## src/hw/bridge_gpio_pkg.sv

```systemverilog
// constants for the select-pin port and its small spi master
// assumes a 20 MHz core clock and commands already parsed from the bus
package bridge_gpio_pkg;

    localparam int          NPINS          = 4;
    localparam logic [7:0]  CMD_PIN_WRITE  = 8'hF4;
    localparam logic [7:0]  CMD_PIN_SAMPLE = 8'hF5;
    localparam logic [7:0]  CMD_PIN_ROLE   = 8'hF6;
    localparam logic [7:0]  CMD_PIN_TYPE   = 8'hF7;
    localparam logic [7:0]  CMD_XFER_MIN   = 8'h01;
    localparam logic [7:0]  CMD_XFER_MAX   = 8'h0F;

    localparam logic [1:0]  TYPE_QUASI     = 2'h0;
    localparam logic [1:0]  TYPE_PUSH      = 2'h1;
    localparam logic [1:0]  TYPE_INPUT     = 2'h2;
    localparam logic [1:0]  TYPE_OPEN      = 2'h3;
    localparam int          TYPE_FIELD_W   = 2;

    localparam logic [3:0]  LATCH_RST      = 4'h0;
    localparam logic [3:0]  ROLE_RST       = 4'h0;
    localparam logic [7:0]  TYPE_RST       = 8'h00;

    localparam int          CLK_KHZ        = 20000;
    localparam logic [1:0]  STRONG_CYCLES  = 2'h2;
    localparam int          FILTER_LEN     = 3;
    localparam int          EDGES_W        = 4;

    // bit rates per rate field, in kHz
    localparam int          RATE0_KHZ      = 1843;
    localparam int          RATE1_KHZ      = 461;
    localparam int          RATE2_KHZ      = 115;
    localparam int          RATE3_KHZ      = 58;
    // half periods round up so the bit rate never exceeds the figure
    localparam int HALF0 = (CLK_KHZ + 2 * RATE0_KHZ - 1) / (2 * RATE0_KHZ);
    localparam int HALF1 = (CLK_KHZ + 2 * RATE1_KHZ - 1) / (2 * RATE1_KHZ);
    localparam int HALF2 = (CLK_KHZ + 2 * RATE2_KHZ - 1) / (2 * RATE2_KHZ);
    localparam int HALF3 = (CLK_KHZ + 2 * RATE3_KHZ - 1) / (2 * RATE3_KHZ);
    localparam int          DIV_W          = 8;

    typedef enum logic [1:0] {XF_IDLE, XF_LOAD, XF_RUN, XF_END} xfer_state_t;

endpackage : bridge_gpio_pkg

```

## src/hw/bridge_gpio_port_control.sv

```systemverilog
// select-pin port: gpio latches, drive types, pin filters, spi master
// assumes parsed commands from the bus side and a combinational buffer read
`timescale 1ns/1ps
module bridge_gpio_port_control
    import bridge_gpio_pkg::*;
#(
    parameter int FILTER_DEPTH = FILTER_LEN
)
(
    input  wire logic       i_mclk,
    input  wire logic       i_rst_n,
    input  wire logic       i_cmd_valid,
    input  wire logic [7:0] i_cmd_code,
    input  wire logic [7:0] i_cmd_data,
    input  wire logic [7:0] i_xfer_len,
    input  wire logic [1:0] i_spi_mode,
    input  wire logic [1:0] i_spi_rate,
    input  wire logic       i_spi_lsb_first,
    output logic            o_busy,
    output logic            o_buf_wr,
    output logic [7:0]      o_buf_wdata,
    output logic            o_tx_req,
    input  wire logic [7:0] i_tx_data,
    output logic            o_rx_valid,
    output logic [7:0]      o_rx_data,
    input  wire logic [3:0] i_sel_pin,
    output logic [3:0]      o_sel_pin_out,
    output logic [3:0]      o_sel_pin_oe_n,
    output logic [3:0]      o_pull_strong,
    output logic [3:0]      o_pull_weak,
    output logic [3:0]      o_pull_very_weak,
    output logic [3:0]      o_pull_down,
    output logic            o_serial_clock_out,
    output logic            o_mosi,
    input  wire logic       i_miso
);

    function automatic logic [DIV_W-1:0] half_cycles(input logic [1:0] r);
        case (r)
            2'h0:    return DIV_W'(HALF0 - 1);
            2'h1:    return DIV_W'(HALF1 - 1);
            2'h2:    return DIV_W'(HALF2 - 1);
            default: return DIV_W'(HALF3 - 1);
        endcase
    endfunction : half_cycles

    function automatic logic pick_bit(input logic [7:0] b,
                                      input logic [2:0] idx,
                                      input logic       lsb);
        return lsb ? b[idx] : b[3'h7 - idx];
    endfunction : pick_bit

    xfer_state_t            state_q;
    logic [3:0]             latch_q;
    logic [3:0]             latch_d;
    logic [3:0]             role_q;
    logic [7:0]             type_q;
    logic [1:0]             strong_cnt_q [NPINS];
    logic [3:0]             sync1_q;
    logic [3:0]             sync2_q;
    logic [FILTER_DEPTH-1:0] hist_q [NPINS];
    logic [3:0]             lvl_q;
    logic [3:0]             up_d;
    logic [3:0]             weak_d;
    logic [3:0]             vweak_d;
    logic [3:0]             down_d;
    logic [3:0]             strong_rise;
    logic [3:0]             sel_mask_q;
    logic [7:0]             bytes_left_q;
    logic [1:0]             mode_q;
    logic [1:0]             rate_q;
    logic                   lsb_q;
    logic [DIV_W-1:0]       div_q;
    logic [EDGES_W-1:0]     edge_q;
    logic [7:0]             tx_q;
    logic [7:0]             rx_q;
    logic [7:0]             rx_shift;
    logic                   miso_s1_q;
    logic                   miso_s2_q;
    logic                   tick;
    logic                   cmd_take;
    logic                   sample_edge;
    logic                   xfer_active;

    assign cmd_take    = i_cmd_valid && (state_q == XF_IDLE);
    assign tick        = (state_q == XF_RUN || state_q == XF_END)
                         && (div_q == '0);
    assign xfer_active = (state_q != XF_IDLE);
    // commands that arrive while busy are dropped
    // busy flag
    assign o_busy      = xfer_active;
    assign o_tx_req    = (state_q == XF_LOAD);

    always_comb
    begin
        latch_d = latch_q;
        if (cmd_take && i_cmd_code == CMD_PIN_WRITE)
            latch_d = (latch_q & ~role_q) | (i_cmd_data[3:0] & role_q);
    end

    always_comb
    begin
        for (int i = 0; i < NPINS; i++)
            strong_rise[i] = latch_d[i] && !latch_q[i] && role_q[i]
                && type_q[TYPE_FIELD_W*i +: TYPE_FIELD_W] == TYPE_QUASI;
    end

    always_ff @(posedge i_mclk or negedge i_rst_n)
    begin
        if (!i_rst_n)
        begin
            latch_q <= LATCH_RST;
            role_q  <= ROLE_RST;
            type_q  <= TYPE_RST;
        end
        else
        begin
            latch_q <= latch_d;
            if (cmd_take && i_cmd_code == CMD_PIN_ROLE)
            begin
                role_q <= i_cmd_data[3:0];
                for (int i = 0; i < NPINS; i++)
                    if (i_cmd_data[i] && !role_q[i])
                        type_q[TYPE_FIELD_W*i +: TYPE_FIELD_W] <= TYPE_QUASI;
            end
            if (cmd_take && i_cmd_code == CMD_PIN_TYPE)
                type_q <= i_cmd_data;
        end
    end

    always_ff @(posedge i_mclk or negedge i_rst_n)
    begin
        if (!i_rst_n)
        begin
            for (int i = 0; i < NPINS; i++)
                strong_cnt_q[i] <= 2'h0;
        end
        else
        begin
            for (int i = 0; i < NPINS; i++)
                if (strong_rise[i])
                    strong_cnt_q[i] <= STRONG_CYCLES;
                else if (strong_cnt_q[i] != 2'h0)
                    strong_cnt_q[i] <= strong_cnt_q[i] - 2'h1;
        end
    end

    always_ff @(posedge i_mclk or negedge i_rst_n)
    begin
        if (!i_rst_n)
        begin
            sync1_q <= 4'h0;
            sync2_q <= 4'h0;
            lvl_q   <= 4'h0;
            for (int i = 0; i < NPINS; i++)
                hist_q[i] <= '0;
        end
        else
        begin
            sync1_q <= i_sel_pin;
            sync2_q <= sync1_q;
            for (int i = 0; i < NPINS; i++)
            begin
                hist_q[i] <= {hist_q[i][FILTER_DEPTH-2:0], sync2_q[i]};
                // level moves only after a full run of equal samples
                if (&hist_q[i])
                    lvl_q[i] <= 1'b1;
                else if (~|hist_q[i])
                    lvl_q[i] <= 1'b0;
            end
        end
    end

    always_ff @(posedge i_mclk or negedge i_rst_n)
    begin
        if (!i_rst_n)
        begin
            o_buf_wr    <= 1'b0;
            o_buf_wdata <= 8'h00;
        end
        else
        begin
            o_buf_wr <= cmd_take && i_cmd_code == CMD_PIN_SAMPLE;
            if (cmd_take && i_cmd_code == CMD_PIN_SAMPLE)
                o_buf_wdata <= {4'h0, lvl_q};
        end
    end

    always_comb
    begin
        for (int i = 0; i < NPINS; i++)
        begin
            up_d[i]    = 1'b0;
            weak_d[i]  = 1'b0;
            vweak_d[i] = 1'b0;
            down_d[i]  = 1'b0;
            if (role_q[i])
            begin
                unique case (type_q[TYPE_FIELD_W*i +: TYPE_FIELD_W])
                    TYPE_QUASI:
                    begin
                        vweak_d[i] = latch_q[i];
                        weak_d[i]  = latch_q[i] && lvl_q[i];
                        // boost never fights the pull-down
                        up_d[i]    = (strong_cnt_q[i] != 2'h0)
                                     && latch_q[i];
                        down_d[i]  = !latch_q[i];
                    end
                    TYPE_PUSH:
                    begin
                        up_d[i]   = latch_q[i];
                        down_d[i] = !latch_q[i];
                    end
                    TYPE_OPEN:
                        down_d[i] = !latch_q[i];
                    TYPE_INPUT:
                        down_d[i] = 1'b0;
                endcase
            end
            else
            begin
                down_d[i] = xfer_active && sel_mask_q[i];
                up_d[i]   = !down_d[i];
            end
        end
    end

    always_ff @(posedge i_mclk or negedge i_rst_n)
    begin
        if (!i_rst_n)
        begin
            o_pull_strong    <= 4'hF;
            o_pull_weak      <= 4'h0;
            o_pull_very_weak <= 4'h0;
            o_pull_down      <= 4'h0;
            o_sel_pin_out    <= 4'hF;
            o_sel_pin_oe_n   <= 4'h0;
        end
        else
        begin
            o_pull_strong    <= up_d;
            o_pull_weak      <= weak_d;
            o_pull_very_weak <= vweak_d;
            o_pull_down      <= down_d;
            o_sel_pin_out    <= up_d & ~down_d;
            o_sel_pin_oe_n   <= ~(up_d | down_d);
        end
    end

    always_ff @(posedge i_mclk or negedge i_rst_n)
    begin
        if (!i_rst_n)
        begin
            miso_s1_q <= 1'b0;
            miso_s2_q <= 1'b0;
        end
        else
        begin
            miso_s1_q <= i_miso;
            miso_s2_q <= miso_s1_q;
        end
    end

    assign sample_edge = (edge_q[0] == mode_q[0]);
    assign rx_shift    = lsb_q ? {miso_s2_q, rx_q[7:1]}
                               : {rx_q[6:0], miso_s2_q};

    always_ff @(posedge i_mclk or negedge i_rst_n)
    begin
        if (!i_rst_n)
        begin
            state_q      <= XF_IDLE;
            sel_mask_q   <= 4'h0;
            bytes_left_q <= 8'h00;
            mode_q       <= 2'h0;
            rate_q       <= 2'h0;
            lsb_q        <= 1'b0;
            div_q        <= '0;
            edge_q       <= '0;
            tx_q         <= 8'h00;
            rx_q         <= 8'h00;
            o_rx_valid   <= 1'b0;
            o_rx_data    <= 8'h00;
            o_mosi       <= 1'b0;
            o_serial_clock_out <= 1'b0;
        end
        else
        begin
            o_rx_valid <= 1'b0;
            if (tick)
                div_q <= half_cycles(rate_q);
            else if (div_q != '0)
                div_q <= div_q - DIV_W'(1);
            unique case (state_q)
                XF_IDLE:
                begin
                    o_serial_clock_out <= mode_q[1];
                    if (cmd_take && i_cmd_code >= CMD_XFER_MIN
                        && i_cmd_code <= CMD_XFER_MAX && i_xfer_len != 8'h00)
                    begin
                        sel_mask_q   <= i_cmd_code[3:0];
                        bytes_left_q <= i_xfer_len;
                        mode_q       <= i_spi_mode;
                        rate_q       <= i_spi_rate;
                        lsb_q        <= i_spi_lsb_first;
                        o_serial_clock_out <= i_spi_mode[1];
                        state_q      <= XF_LOAD;
                    end
                end
                XF_LOAD:
                begin
                    tx_q   <= i_tx_data;
                    edge_q <= '0;
                    div_q  <= half_cycles(rate_q);
                    // first bit must stand before the leading edge
                    if (!mode_q[0])
                        o_mosi <= pick_bit(i_tx_data, 3'h0, lsb_q);
                    state_q <= XF_RUN;
                end
                XF_RUN:
                begin
                    if (tick)
                    begin
                        o_serial_clock_out <= ~o_serial_clock_out;
                        edge_q <= edge_q + EDGES_W'(1);
                        if (sample_edge)
                            rx_q <= rx_shift;
                        if (mode_q[0] && !edge_q[0])
                            o_mosi <= pick_bit(tx_q, edge_q[3:1], lsb_q);
                        else if (!mode_q[0] && edge_q[0] && edge_q[3:1] != 3'h7)
                            o_mosi <= pick_bit(tx_q, edge_q[3:1] + 3'h1,
                                               lsb_q);
                        if (edge_q == {EDGES_W{1'b1}})
                        begin
                            o_rx_valid   <= 1'b1;
                            o_rx_data    <= sample_edge ? rx_shift : rx_q;
                            bytes_left_q <= bytes_left_q - 8'h01;
                            state_q <= (bytes_left_q == 8'h01) ? XF_END
                                                               : XF_LOAD;
                        end
                    end
                end
                XF_END:
                    if (tick)
                        state_q <= XF_IDLE;
            endcase
        end
    end

    property p_latch_write;
        @(posedge i_mclk) disable iff (!i_rst_n)
        (cmd_take && i_cmd_code == CMD_PIN_WRITE) |=>
            latch_q == (($past(latch_q) & ~$past(role_q))
                        | ($past(i_cmd_data[3:0]) & $past(role_q)));
    endproperty
    a_latch_write: assert property (p_latch_write)
        else $error("pin latch write wrong");

    property p_sample;
        @(posedge i_mclk) disable iff (!i_rst_n)
        (cmd_take && i_cmd_code == CMD_PIN_SAMPLE) |=>
            o_buf_wr && o_buf_wdata[3:0] == $past(lvl_q);
    endproperty
    a_sample: assert property (p_sample)
        else $error("sample byte not written");

    property p_new_quasi;
        @(posedge i_mclk) disable iff (!i_rst_n)
        (cmd_take && i_cmd_code == CMD_PIN_ROLE && i_cmd_data[0]
         && !role_q[0]) |=> type_q[1:0] == TYPE_QUASI && role_q[0];
    endproperty
    a_new_quasi: assert property (p_new_quasi)
        else $error("new gpio pin not quasi");

    property p_strong_two;
        @(posedge i_mclk) disable iff (!i_rst_n)
        strong_rise[0] ##1 (!i_cmd_valid) [*3] |->
            $past(o_pull_strong[0]) && o_pull_strong[0]
            ##1 !o_pull_strong[0];
    endproperty
    a_strong_two: assert property (p_strong_two)
        else $error("strong pull-up not two cycles");

    property p_weak_drop;
        @(posedge i_mclk) disable iff (!i_rst_n)
        (role_q[0] && type_q[1:0] == TYPE_QUASI && !lvl_q[0])
            |=> !o_pull_weak[0];
    endproperty
    a_weak_drop: assert property (p_weak_drop)
        else $error("weak pull-up on with pin low");

    property p_quasi_low;
        @(posedge i_mclk) disable iff (!i_rst_n)
        (role_q[0] && type_q[1:0] == TYPE_QUASI && !latch_q[0])
            |=> o_pull_down[0] && !o_sel_pin_oe_n[0] && !o_sel_pin_out[0];
    endproperty
    a_quasi_low: assert property (p_quasi_low)
        else $error("quasi pin not driven low");

    property p_open_noup;
        @(posedge i_mclk) disable iff (!i_rst_n)
        (role_q[0] && type_q[1:0] == TYPE_OPEN) |=>
            !o_pull_strong[0] && !o_pull_weak[0] && !o_pull_very_weak[0];
    endproperty
    a_open_noup: assert property (p_open_noup)
        else $error("open-drain pin has pull-up");

    property p_push_high;
        @(posedge i_mclk) disable iff (!i_rst_n)
        (role_q[0] && type_q[1:0] == TYPE_PUSH && latch_q[0])
            |=> o_pull_strong[0] && !o_pull_down[0];
    endproperty
    a_push_high: assert property (p_push_high)
        else $error("push-pull pin not high");

    property p_select_low;
        @(posedge i_mclk) disable iff (!i_rst_n)
        (!role_q[0] && xfer_active && sel_mask_q[0])
            |=> o_pull_down[0] && !o_sel_pin_out[0];
    endproperty
    a_select_low: assert property (p_select_low)
        else $error("select not low in transfer");

    property p_rate;
        @(posedge i_mclk) disable iff (!i_rst_n)
        (tick && state_q == XF_RUN) |=> !tick [*5];
    endproperty
    a_rate: assert property (p_rate)
        else $error("spi clock edges too close");

endmodule : bridge_gpio_port_control

```

## config.mk

```make
export PLATFORM = sky130hd
export DESIGN_NAME = bridge_gpio_port_control
export DESIGN_NICKNAME = d
export VERILOG_FILES = /design/src/hw/bridge_gpio_pkg.sv /design/src/hw/bridge_gpio_port_control.sv
export SDC_FILE = /design/constraint.sdc
export NUM_CORES = 1
export LEC_CHECK = 0
export BUFFER_PORTS_ARGS = -buffer_cell sky130_fd_sc_hd__buf_2
export CAP_MARGIN = 25
export CORE_MARGIN = 2
export CORE_UTILIZATION = 34
export CTS_CLUSTER_SIZE = 30
export DETAILED_ROUTE_END_ITERATION = 8
export GPL_TIMING_DRIVEN = 0
export PLACE_DENSITY_LB_ADDON = 0.12
export SETUP_SLACK_MARGIN = 0.4
export SYNTH_ARGS = -nofsm -noshare
export SYNTH_HDL_FRONTEND = slang
export SYNTH_SLANG_ARGS = --single-unit
```

## constraint.sdc

```tcl
create_clock -name i_mclk -period 2.3 [get_ports i_mclk]
set_clock_uncertainty 0.05 [all_clocks]
set_input_delay 0.69 -clock i_mclk [delete_from_list [all_inputs] [get_ports i_mclk]]
set_output_delay 0.69 -clock i_mclk [all_outputs]
set_load 0.02 [all_outputs]
```

==> impl_metrics.csv <==
group,metric,value,unit
global_route,grt_pass1_wl,25.7,mm
floorplanning,die_h,140,um
placement,place_hpwl,10.5,mm
sta,period_share,92.0,%
sta,finalSetupViolations,0,
yosys,synthDominantCellAreaShare,51.5,%
yosys,synthArstFlopShare,100,%
floorplanning,dieArea,19500,um2
yosys,seq_area_frac_synth,54.9,%
global_route,groute.usage.overall,16.5,%
sta,tightest_slew,0.841,ns
floorplanning,row_count,49,
pwr,irDropWorstVdd,0.000596,V
clock_tree,htree_num_levels,4,
yosys,ys_ff_latch,137,
clock_tree,clkTransAtPathRegs,0.06,ns
layout,layout-drive-gt1-share,37.6,%
clock_tree,cts_tree,"yes",
status,status,"finished, final reports clean",
yosys,synth_area,6270,um2
yosys,syn_avg_cell_area,10.6,um2
placement,gp_congestion,0.803,
critical_path,cp-start-kind,"flip-flop",
critical_path,worstPathArrival,2.36,ns
yosys,ys_types,58,
sta,finalHoldWorstSlack,0.181,ns
layout,nFillCells,1668,
placement,port_buffers,86,
layout,synthToLayoutAreaGrowth,38.3,%
detailed_routing,drtAntennaViolNets,0,
global_route,antenna_found_initial,0,
critical_path,crit_fanout,6,
yosys,synth_area_leaders,"dfrtp_1 52%, nand2_1 6.3%, mux2_2 3.8%",
detailed_routing,vias_per_cell,5.07,
clock_tree,numCtsBuffers,17,
floorplanning,start_util,34.8,%
critical_path,path_class,"flip-flop to flip-flop",
clock_tree,clock_sinks,137,
sta,layout_min_cycle_time,2.12,ns
layout,antennaDiodeCount,0,
clock_tree,hold_buffers,0,
yosys,synth_cells,591,
detailed_routing,avgRoutedWirePerCell,16.1,um
layout,post-route-util,48.1,%
yosys,ys.flop_type,"dfrtp_1",
critical_path,cp-end-kind,"flip-flop",
clock_tree,clock_path_buffers,2,
global_route,grt_max_degree,87,
floorplanning,pin_count,91,
worst_hold_path,holdCritPathClass,"input port to async pin",
sta,fin_tns_setup,0,ns
global_route,grtUsageMet1,21.1,%
clock_tree,root_buffer,"clkbuf_16",
critical_path,rr_worst_depth,6,
pwr,p_per_area,677,nW/um2
sta,rsz0062_at_grt,"yes",
yosys,yosysWarnings,0,
sta,slew_violations,0,
global_route,grt_overflow,0,
yosys,synth_edf_count,0,
detailed_routing,postRouteWirelength,16.0,mm
detailed_routing,drcViolationCount,0,
run,cap_viol_max_count,0,
layout,nNetsFinal,809,
detailed_routing,drt-pass1-iter-count,5,
floorplanning,core_area,18000,um2
sta,max_slew_margin,43.9,%
global_route,gr-usage-met3,4.09,%
detailed_routing,dr_total_vias,5019,
pwr,leakage,4.08,nW
critical_path,critPathRequiredTime,2.55,ns
global_route,grt_use_met2,27.6,%
global_route,grt.busiest_layer,"met2",
yosys,yosysTopAreaCell,"dfrtp_1",
detailed_routing,first_iter_violations,280,
clock_tree,clock_latency,0.42,ns
floorplanning,die-width,140,um
pwr,finalPower,5.87,mW
sta,finalHoldViolCount,0,
global_route,grt_pass1_vias,5093,
sta,timing.fmax,473,MHz
==> layout by cell type (no fill, tap or decap), types with 19 or more instances in the layout <==
master     instances
nor2_1            26
o21ai_0           19
a21oi_1           36
dfrtp_1          127
nand2_1           93
buf_4             27
buf_6             23
clkbuf_16         19
buf_2             83
inv_1             37
==> flip-flops by register name, indices dropped and copies added, names as in the netlist, 8 cells and up <==
signal and cells:
bytes_left_q 8, hist_q 12, type_q 8, tx_q 8, div_q 8, strong_cnt_q 8, rx_q 8, o_rx_data 8
==> cells by family after synthesis <==
logic type	count (synthesis)	synth area share [%]
and+or+nand+nor	205	15.8
DFF	137	54.9
AOI/OAI and AO/OA	116	11.5
buffers and inverters	62	4.03
muxes	44	9.13
adders and majority gates	16	3.19
xor gates and xnor gates	10	1.40
other	1	0.0598
==> final cells by class <==
cell class / instances / area [um2] / share of cell area (%)
flip-flops and latches: 137 / 3440 / 39.7
repair buffers: 135 / 993 / 11.5
clock inverters: 12 / 188 / 2.17
plain buffers: 23 / 206 / 2.38
clock buffers: 20 / 447 / 5.16
multi-input cells: 395 / 2950 / 34.0
well taps: 229 / 287 / 3.31
inverters: 39 / 156 / 1.81
==> metal layers <==
layer	part of all wire (%)	up-vias
met1	43	2490
met5	0	-
met2	51	132
li1	-	2377
met3	4.5	20
met4	1.4	0
==> synth_stat cells, drive strengths merged (9+ instances only) <==
library cell and n:
nor2 28, mux2i 14, buf 9, inv 39, ha 16, dfrtp 129, a21oi 43, mux2 22
clkbuf 14, and3 13, nand2 107, o21ai 27
==> report_power, final <==
| part | internal, mW | total (mW) | switching [mW] |
|---|---|---|---|
| clock network | 1.86 | 2.95 | 1.09 |
| registers | 2.48 | 2.56 | 0.0753 |
| logic | 0.153 | 0.357 | 0.204 |
| total | 4.50 | 5.87 | 1.37 |
==> worst max-delay path: stages, from the launching register on <==
cell and delay [ns]:
dfrtp_2 0.46, or3b_4 0.43, nor4_4 0.24, nor3b_4 0.29
buf_6 0.17, nand2_2 0.06, mux2_4 0.29
==> worst paths after layout <==
path                                        start  slack [ns]                           to
max                        state_q[0]$_DFFE_PN0P_        0.18         latch_q[1]$_DFF_PN0_
min                                       i_rst_n        0.18  bytes_left_q[6]$_DFFE_PN0P_
max reg2reg                state_q[0]$_DFFE_PN0P_        0.18         latch_q[1]$_DFF_PN0_
min reg2reg                  sync2_q[2]$_DFF_PN0_        0.30          hist_q[3]$_DFF_PN0_
max in group asynchronous                 i_rst_n        1.19   o_sel_pin_out[3]$_DFF_PN1_
min in group i_mclk          sync2_q[2]$_DFF_PN0_        0.30          hist_q[3]$_DFF_PN0_
==> repair_timing <==
item                       CTS  global route
setup buffers               29            17
cloned                       1             1
setup endpoints to repair   77            76
pin swaps                   18            14
gates resized for setup     81            51
==> per-stage QoR <==
step	instance area [um2]	worst slack, ns	cells
3_5_place_dp	7100	-0.314	910
4_1_cts	8320	0.166	972
6_report	8660	0.184	990
5_1_grt	8660	0.136	990
2_1_floorplan	6350	-0.0394	594
3_3_place_gp	7070	-1.48	909
No activity file was read; power rests on OpenSTA's default activity.
